### src/include/ctu_defines.svh
// register offsets, field positions, reset values and bus response codes of the charge-time unit
`ifndef CTU_DEFINES_SVH
`define CTU_DEFINES_SVH
`define CTU_ADDR_W 8
`define CTU_OFF_CTRL_HI 8'h00
`define CTU_OFF_CTRL_LO 8'h04
`define CTU_OFF_ICTRL 8'h08
`define CTU_OFF_IRQ_STAT 8'h0C
`define CTU_OFF_IRQ_CLR 8'h10
`define CTU_OFF_IRQ_EN 8'h14
`define CTU_OFF_STATUS 8'h18
`define CTU_REG_RESET 8'h00
`define CTU_HI_IMPL_MASK 8'hBF
`define CTU_HI_EN 7
`define CTU_HI_UNUSED 6
`define CTU_HI_SIDL 5
`define CTU_HI_DELAY 4
`define CTU_HI_GATE 3
`define CTU_HI_ORDER 2
`define CTU_HI_GND 1
`define CTU_HI_TRIG 0
`define CTU_LO_E2POL 7
`define CTU_LO_E2SEL_H 6
`define CTU_LO_E2SEL_L 5
`define CTU_LO_E1POL 4
`define CTU_LO_E1SEL_H 3
`define CTU_LO_E1SEL_L 2
`define CTU_LO_E2SEEN 1
`define CTU_LO_E1SEEN 0
`define CTU_IC_TRIM_H 7
`define CTU_IC_TRIM_L 2
`define CTU_IC_RNG_H 1
`define CTU_IC_RNG_L 0
`define CTU_RNG_OFF 2'h0
`define CTU_IRQ_W 3
`define CTU_IRQ_E1 0
`define CTU_IRQ_E2 1
`define CTU_IRQ_PULSE 2
`define CTU_RESP_OKAY 2'h0
`define CTU_RESP_SLVERR 2'h2
`endif

### src/include/ctu_pkg.sv
// types shared by the charge-time unit modules
package ctu_pkg;
  typedef enum logic [1:0] {
    CTU_SRC_CMP2 = 2'h0,
    CTU_SRC_ECMP = 2'h1,
    CTU_SRC_PIN_B = 2'h2,
    CTU_SRC_PIN_A = 2'h3
  } ctu_src_t;
endpackage

### src/include/ctu_edge_if.sv
// carrier between the control core and one edge detector
`timescale 1ns/1ps
interface ctu_edge_if;
  ctu_pkg::ctu_src_t sel;
  logic pol;
  logic [3:0] src;
  logic hit;
  modport cfg (output sel, output pol, output src, input hit);
  modport unit (input sel, input pol, input src, output hit);
endinterface

### src/verilog/ctu_edge_unit.sv
// source select and polarity edge detector for one edge channel
`timescale 1ns/1ps
`include "ctu_defines.svh"
module ctu_edge_unit (
  input wire logic aclk,
  input wire logic aresetn,
  ctu_edge_if.unit eif
);
  import ctu_pkg::*;
  logic cur;
  logic prev_q, prev_d;
  logic hit_q, hit_d;

  always_comb begin
    case (eif.sel)
      CTU_SRC_PIN_A: cur = eif.src[3];
      CTU_SRC_PIN_B: cur = eif.src[2];
      CTU_SRC_ECMP: cur = eif.src[1];
      CTU_SRC_CMP2: cur = eif.src[0];
      default: cur = 1'b0;
    endcase
    prev_d = cur;
    hit_d = eif.pol ? (cur & ~prev_q) : (~cur & prev_q);
  end

  always_ff @(posedge aclk) begin
    if (!aresetn) begin
      prev_q <= 1'b0;
      hit_q <= 1'b0;
    end else begin
      prev_q <= prev_d;
      hit_q <= hit_d;
    end
  end

  assign eif.hit = hit_q;
endmodule

### src/verilog/ctu_irq.sv
// sticky event status, enable and write-one-to-clear interrupt
`timescale 1ns/1ps
`include "ctu_defines.svh"
module ctu_irq (
  input wire logic aclk,
  input wire logic aresetn,
  input wire logic [`CTU_IRQ_W-1:0] event_set,
  input wire logic clr_wr,
  input wire logic en_wr,
  input wire logic [`CTU_IRQ_W-1:0] wr_data,
  output logic [`CTU_IRQ_W-1:0] status,
  output logic [`CTU_IRQ_W-1:0] enable,
  output logic irq
);
  logic [`CTU_IRQ_W-1:0] stat_q, stat_d, en_q, en_d;
  logic irq_q, irq_d;

  always_comb begin
    stat_d = (stat_q & ~(clr_wr ? wr_data : '0)) | event_set;
    en_d = en_wr ? wr_data : en_q;
    irq_d = |(stat_d & en_d);
  end

  always_ff @(posedge aclk) begin
    if (!aresetn) begin
      stat_q <= '0;
      en_q <= '0;
      irq_q <= 1'b0;
    end else begin
      stat_q <= stat_d;
      en_q <= en_d;
      irq_q <= irq_d;
    end
  end

  assign status = stat_q;
  assign enable = en_q;
  assign irq = irq_q;
endmodule

### src/verilog/ctu_top.sv
// control core of the charge-time measurement unit with its AXI4-Lite register slave
//
// Implementation choices: the AXI4-Lite interface to the registers and the register addresses.
`timescale 1ns/1ps
`include "ctu_defines.svh"
module ctu_top (
  input wire logic aclk,
  input wire logic aresetn,
  input wire logic [`CTU_ADDR_W-1:0] s_axi_awaddr,
  input wire logic s_axi_awvalid,
  output logic s_axi_awready,
  input wire logic [31:0] s_axi_wdata,
  input wire logic [3:0] s_axi_wstrb,
  input wire logic s_axi_wvalid,
  output logic s_axi_wready,
  output logic [1:0] s_axi_bresp,
  output logic s_axi_bvalid,
  input wire logic s_axi_bready,
  input wire logic [`CTU_ADDR_W-1:0] s_axi_araddr,
  input wire logic s_axi_arvalid,
  output logic s_axi_arready,
  output logic [31:0] s_axi_rdata,
  output logic [1:0] s_axi_rresp,
  output logic s_axi_rvalid,
  input wire logic s_axi_rready,
  input wire logic edge_input_pin_a,
  input wire logic edge_input_pin_b,
  input wire logic enhanced_compare_trigger,
  input wire logic second_compare_trigger,
  input wire logic comparator_trip,
  input wire logic idle_mode,
  input wire logic sleep_mode,
  output logic source_enable,
  output logic source_ground,
  output logic [1:0] current_range,
  output logic [5:0] current_trim,
  output logic delay_pulse_pin,
  output logic conversion_trigger,
  output logic irq
);
  import ctu_pkg::*;

  // ------------------------------------------------------------
  // state
  // ------------------------------------------------------------
  logic [7:0] hi_q, hi_d, lo_q, lo_d, ic_q, ic_d;
  logic awready_q, awready_d, wready_q, wready_d;
  logic aw_got_q, aw_got_d, w_got_q, w_got_d;
  logic [`CTU_ADDR_W-1:0] waddr_q, waddr_d;
  logic [7:0] wdata_q, wdata_d;
  logic wstrb_q, wstrb_d;
  logic bvalid_q, bvalid_d;
  logic [1:0] bresp_q, bresp_d, rresp_q, rresp_d;
  logic arready_q, arready_d, rvalid_q, rvalid_d;
  logic [31:0] rdata_q, rdata_d;
  logic [1:0] pin_s1_q, pin_s2_q;
  logic trip_s1_q, trip_s2_q, trip_prev_q;
  logic src_en_q, src_en_d, gnd_q, gnd_d, pulse_q, pulse_d, conv_q, conv_d;
  logic [1:0] rng_q, rng_d;
  logic [5:0] trim_q, trim_d;
  logic wr_fire, wr_hi, wr_lo, wr_ic, wr_clr, wr_en, wr_ok, rd_fire;
  logic active, gate, e1_set, e2_set, charge, trip_rise;
  logic [`CTU_IRQ_W-1:0] irq_stat, irq_en, irq_ev;
  logic irq_w;

  ctu_edge_if e1_if ();
  ctu_edge_if e2_if ();

  // ------------------------------------------------------------
  // input synchronisers
  // ------------------------------------------------------------
  always_ff @(posedge aclk) begin
    if (!aresetn) begin
      pin_s1_q <= 2'h0;
      pin_s2_q <= 2'h0;
      trip_s1_q <= 1'b0;
      trip_s2_q <= 1'b0;
      trip_prev_q <= 1'b0;
    end else begin
      pin_s1_q <= {edge_input_pin_a, edge_input_pin_b};
      pin_s2_q <= pin_s1_q;
      trip_s1_q <= comparator_trip;
      trip_s2_q <= trip_s1_q;
      trip_prev_q <= trip_s2_q;
    end
  end

  // ------------------------------------------------------------
  // edge channels
  // ------------------------------------------------------------
  assign e1_if.sel = ctu_src_t'(lo_q[`CTU_LO_E1SEL_H:`CTU_LO_E1SEL_L]);
  assign e1_if.pol = lo_q[`CTU_LO_E1POL];
  assign e1_if.src = {pin_s2_q, enhanced_compare_trigger, second_compare_trigger};
  assign e2_if.sel = ctu_src_t'(lo_q[`CTU_LO_E2SEL_H:`CTU_LO_E2SEL_L]);
  assign e2_if.pol = lo_q[`CTU_LO_E2POL];
  assign e2_if.src = {pin_s2_q, enhanced_compare_trigger, second_compare_trigger};

  ctu_edge_unit u_edge1 (.aclk(aclk), .aresetn(aresetn), .eif(e1_if));
  ctu_edge_unit u_edge2 (.aclk(aclk), .aresetn(aresetn), .eif(e2_if));

  // ------------------------------------------------------------
  // write channel
  // ------------------------------------------------------------
  always_comb begin
    awready_d = s_axi_awvalid & ~awready_q & ~aw_got_q & ~bvalid_q;
    wready_d = s_axi_wvalid & ~wready_q & ~w_got_q & ~bvalid_q;
    wr_fire = aw_got_q & w_got_q & ~bvalid_q;
    aw_got_d = (s_axi_awvalid & awready_q) | (aw_got_q & ~wr_fire);
    w_got_d = (s_axi_wvalid & wready_q) | (w_got_q & ~wr_fire);
    waddr_d = (s_axi_awvalid & awready_q) ? s_axi_awaddr : waddr_q;
    wdata_d = (s_axi_wvalid & wready_q) ? s_axi_wdata[7:0] : wdata_q;
    wstrb_d = (s_axi_wvalid & wready_q) ? s_axi_wstrb[0] : wstrb_q;
    wr_ok = 1'b1;
    case (waddr_q)
      `CTU_OFF_CTRL_HI, `CTU_OFF_CTRL_LO, `CTU_OFF_ICTRL, `CTU_OFF_IRQ_STAT,
      `CTU_OFF_IRQ_CLR, `CTU_OFF_IRQ_EN, `CTU_OFF_STATUS: wr_ok = 1'b1;
      default: wr_ok = 1'b0;
    endcase
    wr_hi = wr_fire & wstrb_q & (waddr_q == `CTU_OFF_CTRL_HI);
    wr_lo = wr_fire & wstrb_q & (waddr_q == `CTU_OFF_CTRL_LO);
    wr_ic = wr_fire & wstrb_q & (waddr_q == `CTU_OFF_ICTRL);
    wr_clr = wr_fire & wstrb_q & (waddr_q == `CTU_OFF_IRQ_CLR);
    wr_en = wr_fire & wstrb_q & (waddr_q == `CTU_OFF_IRQ_EN);
    bvalid_d = wr_fire | (bvalid_q & ~s_axi_bready);
    bresp_d = wr_fire ? (wr_ok ? `CTU_RESP_OKAY : `CTU_RESP_SLVERR) : bresp_q;
  end

  // ------------------------------------------------------------
  // read channel
  // ------------------------------------------------------------
  always_comb begin
    arready_d = s_axi_arvalid & ~arready_q & ~rvalid_q;
    rd_fire = s_axi_arvalid & arready_q;
    rvalid_d = rd_fire | (rvalid_q & ~s_axi_rready);
    rdata_d = rdata_q;
    rresp_d = rresp_q;
    if (rd_fire) begin
      rresp_d = `CTU_RESP_OKAY;
      case (s_axi_araddr)
        `CTU_OFF_CTRL_HI: rdata_d = {24'h0, hi_q};
        `CTU_OFF_CTRL_LO: rdata_d = {24'h0, lo_q};
        `CTU_OFF_ICTRL: rdata_d = {24'h0, ic_q};
        `CTU_OFF_IRQ_STAT: rdata_d = {29'h0, irq_stat};
        `CTU_OFF_IRQ_CLR: rdata_d = 32'h0;
        `CTU_OFF_IRQ_EN: rdata_d = {29'h0, irq_en};
        `CTU_OFF_STATUS: rdata_d = {28'h0, conv_q, pulse_q, src_en_q, active};
        default: begin
          rdata_d = 32'h0;
          rresp_d = `CTU_RESP_SLVERR;
        end
      endcase
    end
  end

  // ------------------------------------------------------------
  // control core
  // ------------------------------------------------------------
  always_comb begin
    active = hi_q[`CTU_HI_EN] & ~(hi_q[`CTU_HI_SIDL] & idle_mode);
    gate = active & hi_q[`CTU_HI_GATE];
    e1_set = gate & e1_if.hit;
    e2_set = gate & e2_if.hit & (~hi_q[`CTU_HI_ORDER] | lo_q[`CTU_LO_E1SEEN]);
    hi_d = wr_hi ? (wdata_q & `CTU_HI_IMPL_MASK) : hi_q;
    ic_d = wr_ic ? wdata_q : ic_q;
    lo_d = wr_lo ? wdata_q : lo_q;
    lo_d[`CTU_LO_E1SEEN] = lo_d[`CTU_LO_E1SEEN] | e1_set;
    lo_d[`CTU_LO_E2SEEN] = lo_d[`CTU_LO_E2SEEN] | e2_set;
    charge = active & ~sleep_mode & lo_q[`CTU_LO_E1SEEN] & ~lo_q[`CTU_LO_E2SEEN]
             & (ic_q[`CTU_IC_RNG_H:`CTU_IC_RNG_L] != `CTU_RNG_OFF);
    src_en_d = charge;
    rng_d = ic_q[`CTU_IC_RNG_H:`CTU_IC_RNG_L];
    trim_d = ic_q[`CTU_IC_TRIM_H:`CTU_IC_TRIM_L];
    gnd_d = hi_q[`CTU_HI_GND];
    trip_rise = trip_s2_q & ~trip_prev_q;
    pulse_d = active & hi_q[`CTU_HI_DELAY] & lo_q[`CTU_LO_E1SEEN] & trip_rise;
    conv_d = active & hi_q[`CTU_HI_TRIG] & e2_set;
    irq_ev = {pulse_d, e2_set, e1_set};
  end

  always_ff @(posedge aclk) begin
    if (!aresetn) begin
      hi_q <= `CTU_REG_RESET;
      lo_q <= `CTU_REG_RESET;
      ic_q <= `CTU_REG_RESET;
      awready_q <= 1'b0;
      wready_q <= 1'b0;
      aw_got_q <= 1'b0;
      w_got_q <= 1'b0;
      waddr_q <= '0;
      wdata_q <= 8'h00;
      wstrb_q <= 1'b0;
      bvalid_q <= 1'b0;
      bresp_q <= `CTU_RESP_OKAY;
      arready_q <= 1'b0;
      rvalid_q <= 1'b0;
      rdata_q <= 32'h0;
      rresp_q <= `CTU_RESP_OKAY;
      src_en_q <= 1'b0;
      gnd_q <= 1'b0;
      pulse_q <= 1'b0;
      conv_q <= 1'b0;
      rng_q <= `CTU_RNG_OFF;
      trim_q <= 6'h00;
    end else begin
      hi_q <= hi_d;
      lo_q <= lo_d;
      ic_q <= ic_d;
      awready_q <= awready_d;
      wready_q <= wready_d;
      aw_got_q <= aw_got_d;
      w_got_q <= w_got_d;
      waddr_q <= waddr_d;
      wdata_q <= wdata_d;
      wstrb_q <= wstrb_d;
      bvalid_q <= bvalid_d;
      bresp_q <= bresp_d;
      arready_q <= arready_d;
      rvalid_q <= rvalid_d;
      rdata_q <= rdata_d;
      rresp_q <= rresp_d;
      src_en_q <= src_en_d;
      gnd_q <= gnd_d;
      pulse_q <= pulse_d;
      conv_q <= conv_d;
      rng_q <= rng_d;
      trim_q <= trim_d;
    end
  end

  // ------------------------------------------------------------
  // interrupt
  // ------------------------------------------------------------
  ctu_irq u_irq (
    .aclk(aclk),
    .aresetn(aresetn),
    .event_set(irq_ev),
    .clr_wr(wr_clr),
    .en_wr(wr_en),
    .wr_data(wdata_q[`CTU_IRQ_W-1:0]),
    .status(irq_stat),
    .enable(irq_en),
    .irq(irq_w)
  );

  assign s_axi_awready = awready_q;
  assign s_axi_wready = wready_q;
  assign s_axi_bvalid = bvalid_q;
  assign s_axi_bresp = bresp_q;
  assign s_axi_arready = arready_q;
  assign s_axi_rvalid = rvalid_q;
  assign s_axi_rdata = rdata_q;
  assign s_axi_rresp = rresp_q;
  assign source_enable = src_en_q;
  assign source_ground = gnd_q;
  assign current_range = rng_q;
  assign current_trim = trim_q;
  assign delay_pulse_pin = pulse_q;
  assign conversion_trigger = conv_q;
  assign irq = irq_w;
endmodule

### config.mk
export PLATFORM = sky130hd
export DESIGN_NAME = ctu_top
export DESIGN_NICKNAME = d
export VERILOG_FILES = /design/src/include/ctu_pkg.sv /design/src/include/ctu_edge_if.sv /design/src/verilog/ctu_edge_unit.sv /design/src/verilog/ctu_irq.sv /design/src/verilog/ctu_top.sv
export VERILOG_INCLUDE_DIRS = /design/src /design/src/include
export SDC_FILE = /design/constraint.sdc
export NUM_CORES = 1
export LEC_CHECK = 0
export ABC_AREA = 0
export BUFFER_PORTS_ARGS = -buffer_cell sky130_fd_sc_hd__buf_2
export CAP_MARGIN = 20
export CORE_MARGIN = 2
export CORE_UTILIZATION = 25
export CTS_BUF_LIST = sky130_fd_sc_hd__clkbuf_8
export DETAILED_ROUTE_END_ITERATION = 12
export GPL_TIMING_DRIVEN = 1
export PLACE_DENSITY = 0.42
export SKIP_CTS_REPAIR_TIMING = 1
export SLEW_MARGIN = 10
export SYNTH_ARGS = -nofsm -noshare
export SYNTH_HDL_FRONTEND = slang
export SYNTH_SLANG_ARGS = --single-unit
### constraint.sdc
create_clock -name aclk -period 3 [get_ports aclk]
set_clock_uncertainty 0.1 [all_clocks]
set_input_delay 0 -clock aclk [delete_from_list [all_inputs] [get_ports aclk]]
set_output_delay 0 -clock aclk [all_outputs]
set_load 0.02 [all_outputs]
==> impl_metrics.py <==
metrics = {
    "global_routing": {
        "globalRoute.totalOverflow": 0,
        "grtUsageTotal_pct": 11.6,
        "number_of_global_route_vias_before_repair": 2722,
        "grt_max_degree": 46,
        "number_of_antenna_violations_at_the_first_check_in_global_routing": 0,
        "grt_first_pass_wirelength_mm": 14.5,
    },
    "placed_design": {
        "placement.cell_area_um2": 4150,
        "place.detailed.instances": 621,
        "portBuffers": 66,
        "finalWeightedCongestion": 0.724,
        "place_hpwl_mm": 6.67,
        "place_worst_setup_slack_ps": 780,
    },
    "synthesis": {
        "mappedNetlistArea_um2": 3720,
        "yosysWarnings": 0,
        "netlist.area_leader.share_pct": 46.8,
        "synth-seq-area-share_pct": 46.8,
        "count_of_flip_flops_with_a_built_in_enable_after_synthesis": 0,
        "synth_area_per_cell_um2": 9.69,
        "async_flop_share_pct": 0,
        "post_synth_main_area_contributors": "sky130_fd_sc_hd__dfxtp_1 47%, sky130_fd_sc_hd__mux2i_1 8.1%, sky130_fd_sc_hd__a21boi_0 5.2%",
        "synth.distinct_cells": 47,
        "syn-instance-count": 384,
        "synth_area_leader_cell": "sky130_fd_sc_hd__dfxtp_1",
        "ys.flop_type": "sky130_fd_sc_hd__dfxtp_1",
        "synth-seq-cells": 87,
    },
    "drt": {
        "detail_route.first_pass.iterations": 4,
        "viasPerCell": 4.35,
        "route.detailed.wl_per_inst_um": 13.6,
        "detail_route.wirelength_mm": 9.16,
        "drt_first_iter_violations": 113,
        "number_of_vias_after_detailed_routing": 2925,
        "drc_errors": 0,
        "final_antenna_net_count": 0,
    },
    "setup_path": {
        "startpoint_type": "register",
        "cell_with_the_biggest_individual_delay_on_the_critical_path": "sky130_fd_sc_hd__or4b_4",
        "critical_path_data_arrival_time_ps": 2400,
        "critPathRequiredTime_ps": 3160,
        "crit_type": "register to register",
        "crit_path_cell_trace": "or4b_4 -> or4_1 -> mux2i_1 -> a21oi_1 -> o31a_1",
        "critical_path.max_stage_delay_ps": 550,
        "rr_startpoint": "waddr_q[0]$_SDFFE_PN0P_",
        "worstReg2RegEnd": "u_irq.irq$_SDFF_PN0_",
        "crit_path_max_fanout": 5,
        "endpoint_kind": "register",
        "cpLargestDelayFamily": "simple AND/OR/NAND/NOR gates",
        "cp.buffers_inverters": 0,
        "ff2ff_path_depth": 5,
        "timing.critical_path.from": "waddr_q[0]$_SDFFE_PN0P_",
        "regToRegSetupSlack_ps": 760,
    },
    "clock_tree": {
        "clock_path_buffers": 2,
        "cts-buffers-inserted": 9,
        "tritoncts": "yes",
        "cts_max_level": 3,
        "worstSkewPairLatency_ps": 370,
        "cts.root.buffer_cell": "sky130_fd_sc_hd__clkbuf_8",
        "clock_sink_count": 87,
        "clkSlewWorstSetupHoldPaths_ps": 90,
    },
    "hold_path": {
        "holdCritStartpoint": "second_compare_trigger",
        "worst_hold_path_type": "input pin to register",
        "timing.hold.worst_path_depth": 3,
        "whs_endpoint": "u_edge1.prev_q$_SDFF_PN0_",
    },
    "layout": {
        "filler_cell_count": 1552,
        "antenna-diode-count": 0,
        "layout_commonest_cell": "sky130_fd_sc_hd__dfxtp_1",
        "ff_latch_area_um2": 1740,
        "final_cells": 673,
        "final_cell_area_um2": 4690,
        "multiInputGateArea_um2": 1800,
        "design.final.nets": 551,
        "layout_common_cells": "87 x sky130_fd_sc_hd__dfxtp_1, 66 x sky130_fd_sc_hd__buf_2, 37 x sky130_fd_sc_hd__nand2_1, 37 x sky130_fd_sc_hd__dlygate4sd3_1, 30 x sky130_fd_sc_hd__mux2i_1",
        "layout-drive-gt1-share_pct": 20.0,
        "areaGrowthSynthToFinish_pct": 26.0,
    },
    "sta": {
        "final-hold-violation-count": 0,
        "worst_slew_margin_rel_pct": 45.5,
        "finalWorstSetupSlack_ps": 761,
        "max_freq_ghz": 0.447,
        "rsz0062_at_grt": "no",
        "fin_setup_tns_ps": 0,
        "timing_max_transition_violations_final": 0,
        "final_min_period_over_clock_period_pct": 74.6,
        "period_minus_slack_ps": 2240,
        "worst-slew-pin-transition_ps": 811,
        "timing.final.setup_violations": 0,
    },
    "power_and_ir_drop": {
        "p_leak_nw": 1.77,
        "pwr_density_cell_nw_per_um2": 448,
        "design_power_total_mw": 2.10,
        "max-vdd-ir-drop_v": 0.000159,
    },
    "die": {
        "fp.dieW_um": 126,
        "die_height_um": 126,
        "floorplan.die_area_um2": 15900,
        "placeableCoreArea_um2": 14500,
        "core.rowCount": 44,
        "design.portCount": 120,
        "effective_utilization_at_floorplan_pct": 25.6,
    },
    "run": {
        "max_cap_viol_count": 0,
    },
    "status": {
        "status": "finished clean",
    },
}
[tightest hold or removal path, delay by kind of cell]
kind                   cells  cell delay, ps
and+or+nand+nor            1             120
buffers and inverters      1              90
muxes                      1             240
[cell families after synthesis]
| kind of cell | count (synthesis) | synth area share, % |
|---|---|---|
| buffers and inverters | 47 | 7.40 |
| flip-flops | 87 | 46.8 |
| AO/OA/AOI/OAI | 67 | 12.4 |
| AND/OR/NAND/NOR | 147 | 23.1 |
| multiplexers | 35 | 10.2 |
| other | 1 | 0.101 |
[synthesized netlist by cell type, types with 4 or more instances]
master,count
sky130_fd_sc_hd__a31oi_1,4
sky130_fd_sc_hd__buf_4,26
sky130_fd_sc_hd__nor2_1,10
sky130_fd_sc_hd__nor2b_1,25
sky130_fd_sc_hd__o21ai_0,13
sky130_fd_sc_hd__mux2i_1,30
sky130_fd_sc_hd__nand2_1,37
sky130_fd_sc_hd__clkbuf_1,15
sky130_fd_sc_hd__nand3_1,11
sky130_fd_sc_hd__a21boi_0,26
sky130_fd_sc_hd__dfxtp_1,87
sky130_fd_sc_hd__and2_1,24
sky130_fd_sc_hd__nor4b_1,4
sky130_fd_sc_hd__inv_1,4
sky130_fd_sc_hd__a21oi_1,7
[layer usage]
metal  wire, um  up-vias  track usage [%]
met5          0        -                0
met4        182        0             5.17
met3        470       15             3.14
met2       4000       89             17.0
met1       4510     1326             16.0
li1           -     1495                -
[where the power goes]
group	leakage, nW	internal, mW	switching (mW)
Combinational	0.980	0.0830	0.0994
Clock	0.0891	0.312	0.416
Sequential	0.705	1.17	0.0183
[worst max-delay path by stage]
stage | to | slack [ps] | cells after the start
2_1_floorplan | u_irq.irq$_SDFF_PN0_ | 900 | 6
3_3_place_gp | u_irq.irq$_SDFF_PN0_ | 800 | 5
3_5_place_dp | u_irq.irq$_SDFF_PN0_ | 780 | 5
4_1_cts | u_irq.irq$_SDFF_PN0_ | 760 | 5
5_1_grt | u_irq.irq$_SDFF_PN0_ | 650 | 5
6_report | u_irq.irq$_SDFF_PN0_ | 760 | 5
[state kept, by name (all words and copies together), names as in the netlist, 3 cells and up]
register,cells
hi_q,7
current_trim,6
u_irq.status,3
lo_q,8
wdata_q,8
ic_q,8
waddr_q,8
u_irq.enable,3
s_axi_rdata,8
[area by class of cell]
| cell class | count | area share [%] |
|---|---|---|
| clock buffer | 10 | 2.94 |
| timing repair buffer | 108 | 15.8 |
| clock inverter | 5 | 0.561 |
| multi-input combinational | 275 | 38.4 |
| tap | 184 | 4.91 |
| sequential | 87 | 37.2 |
| inverter | 4 | 0.320 |
[metrics by stage]
step / util, % / hold WS (ps)
floorplan: - / -23.2
global placement: 28.6 / 79.5
detailed placement: 28.6 / 76.6
CTS: 29.7 / -331
global route: 32.2 / 30.0
finish: 32.2 / 19.3
Power figures use the tool's default switching activity.
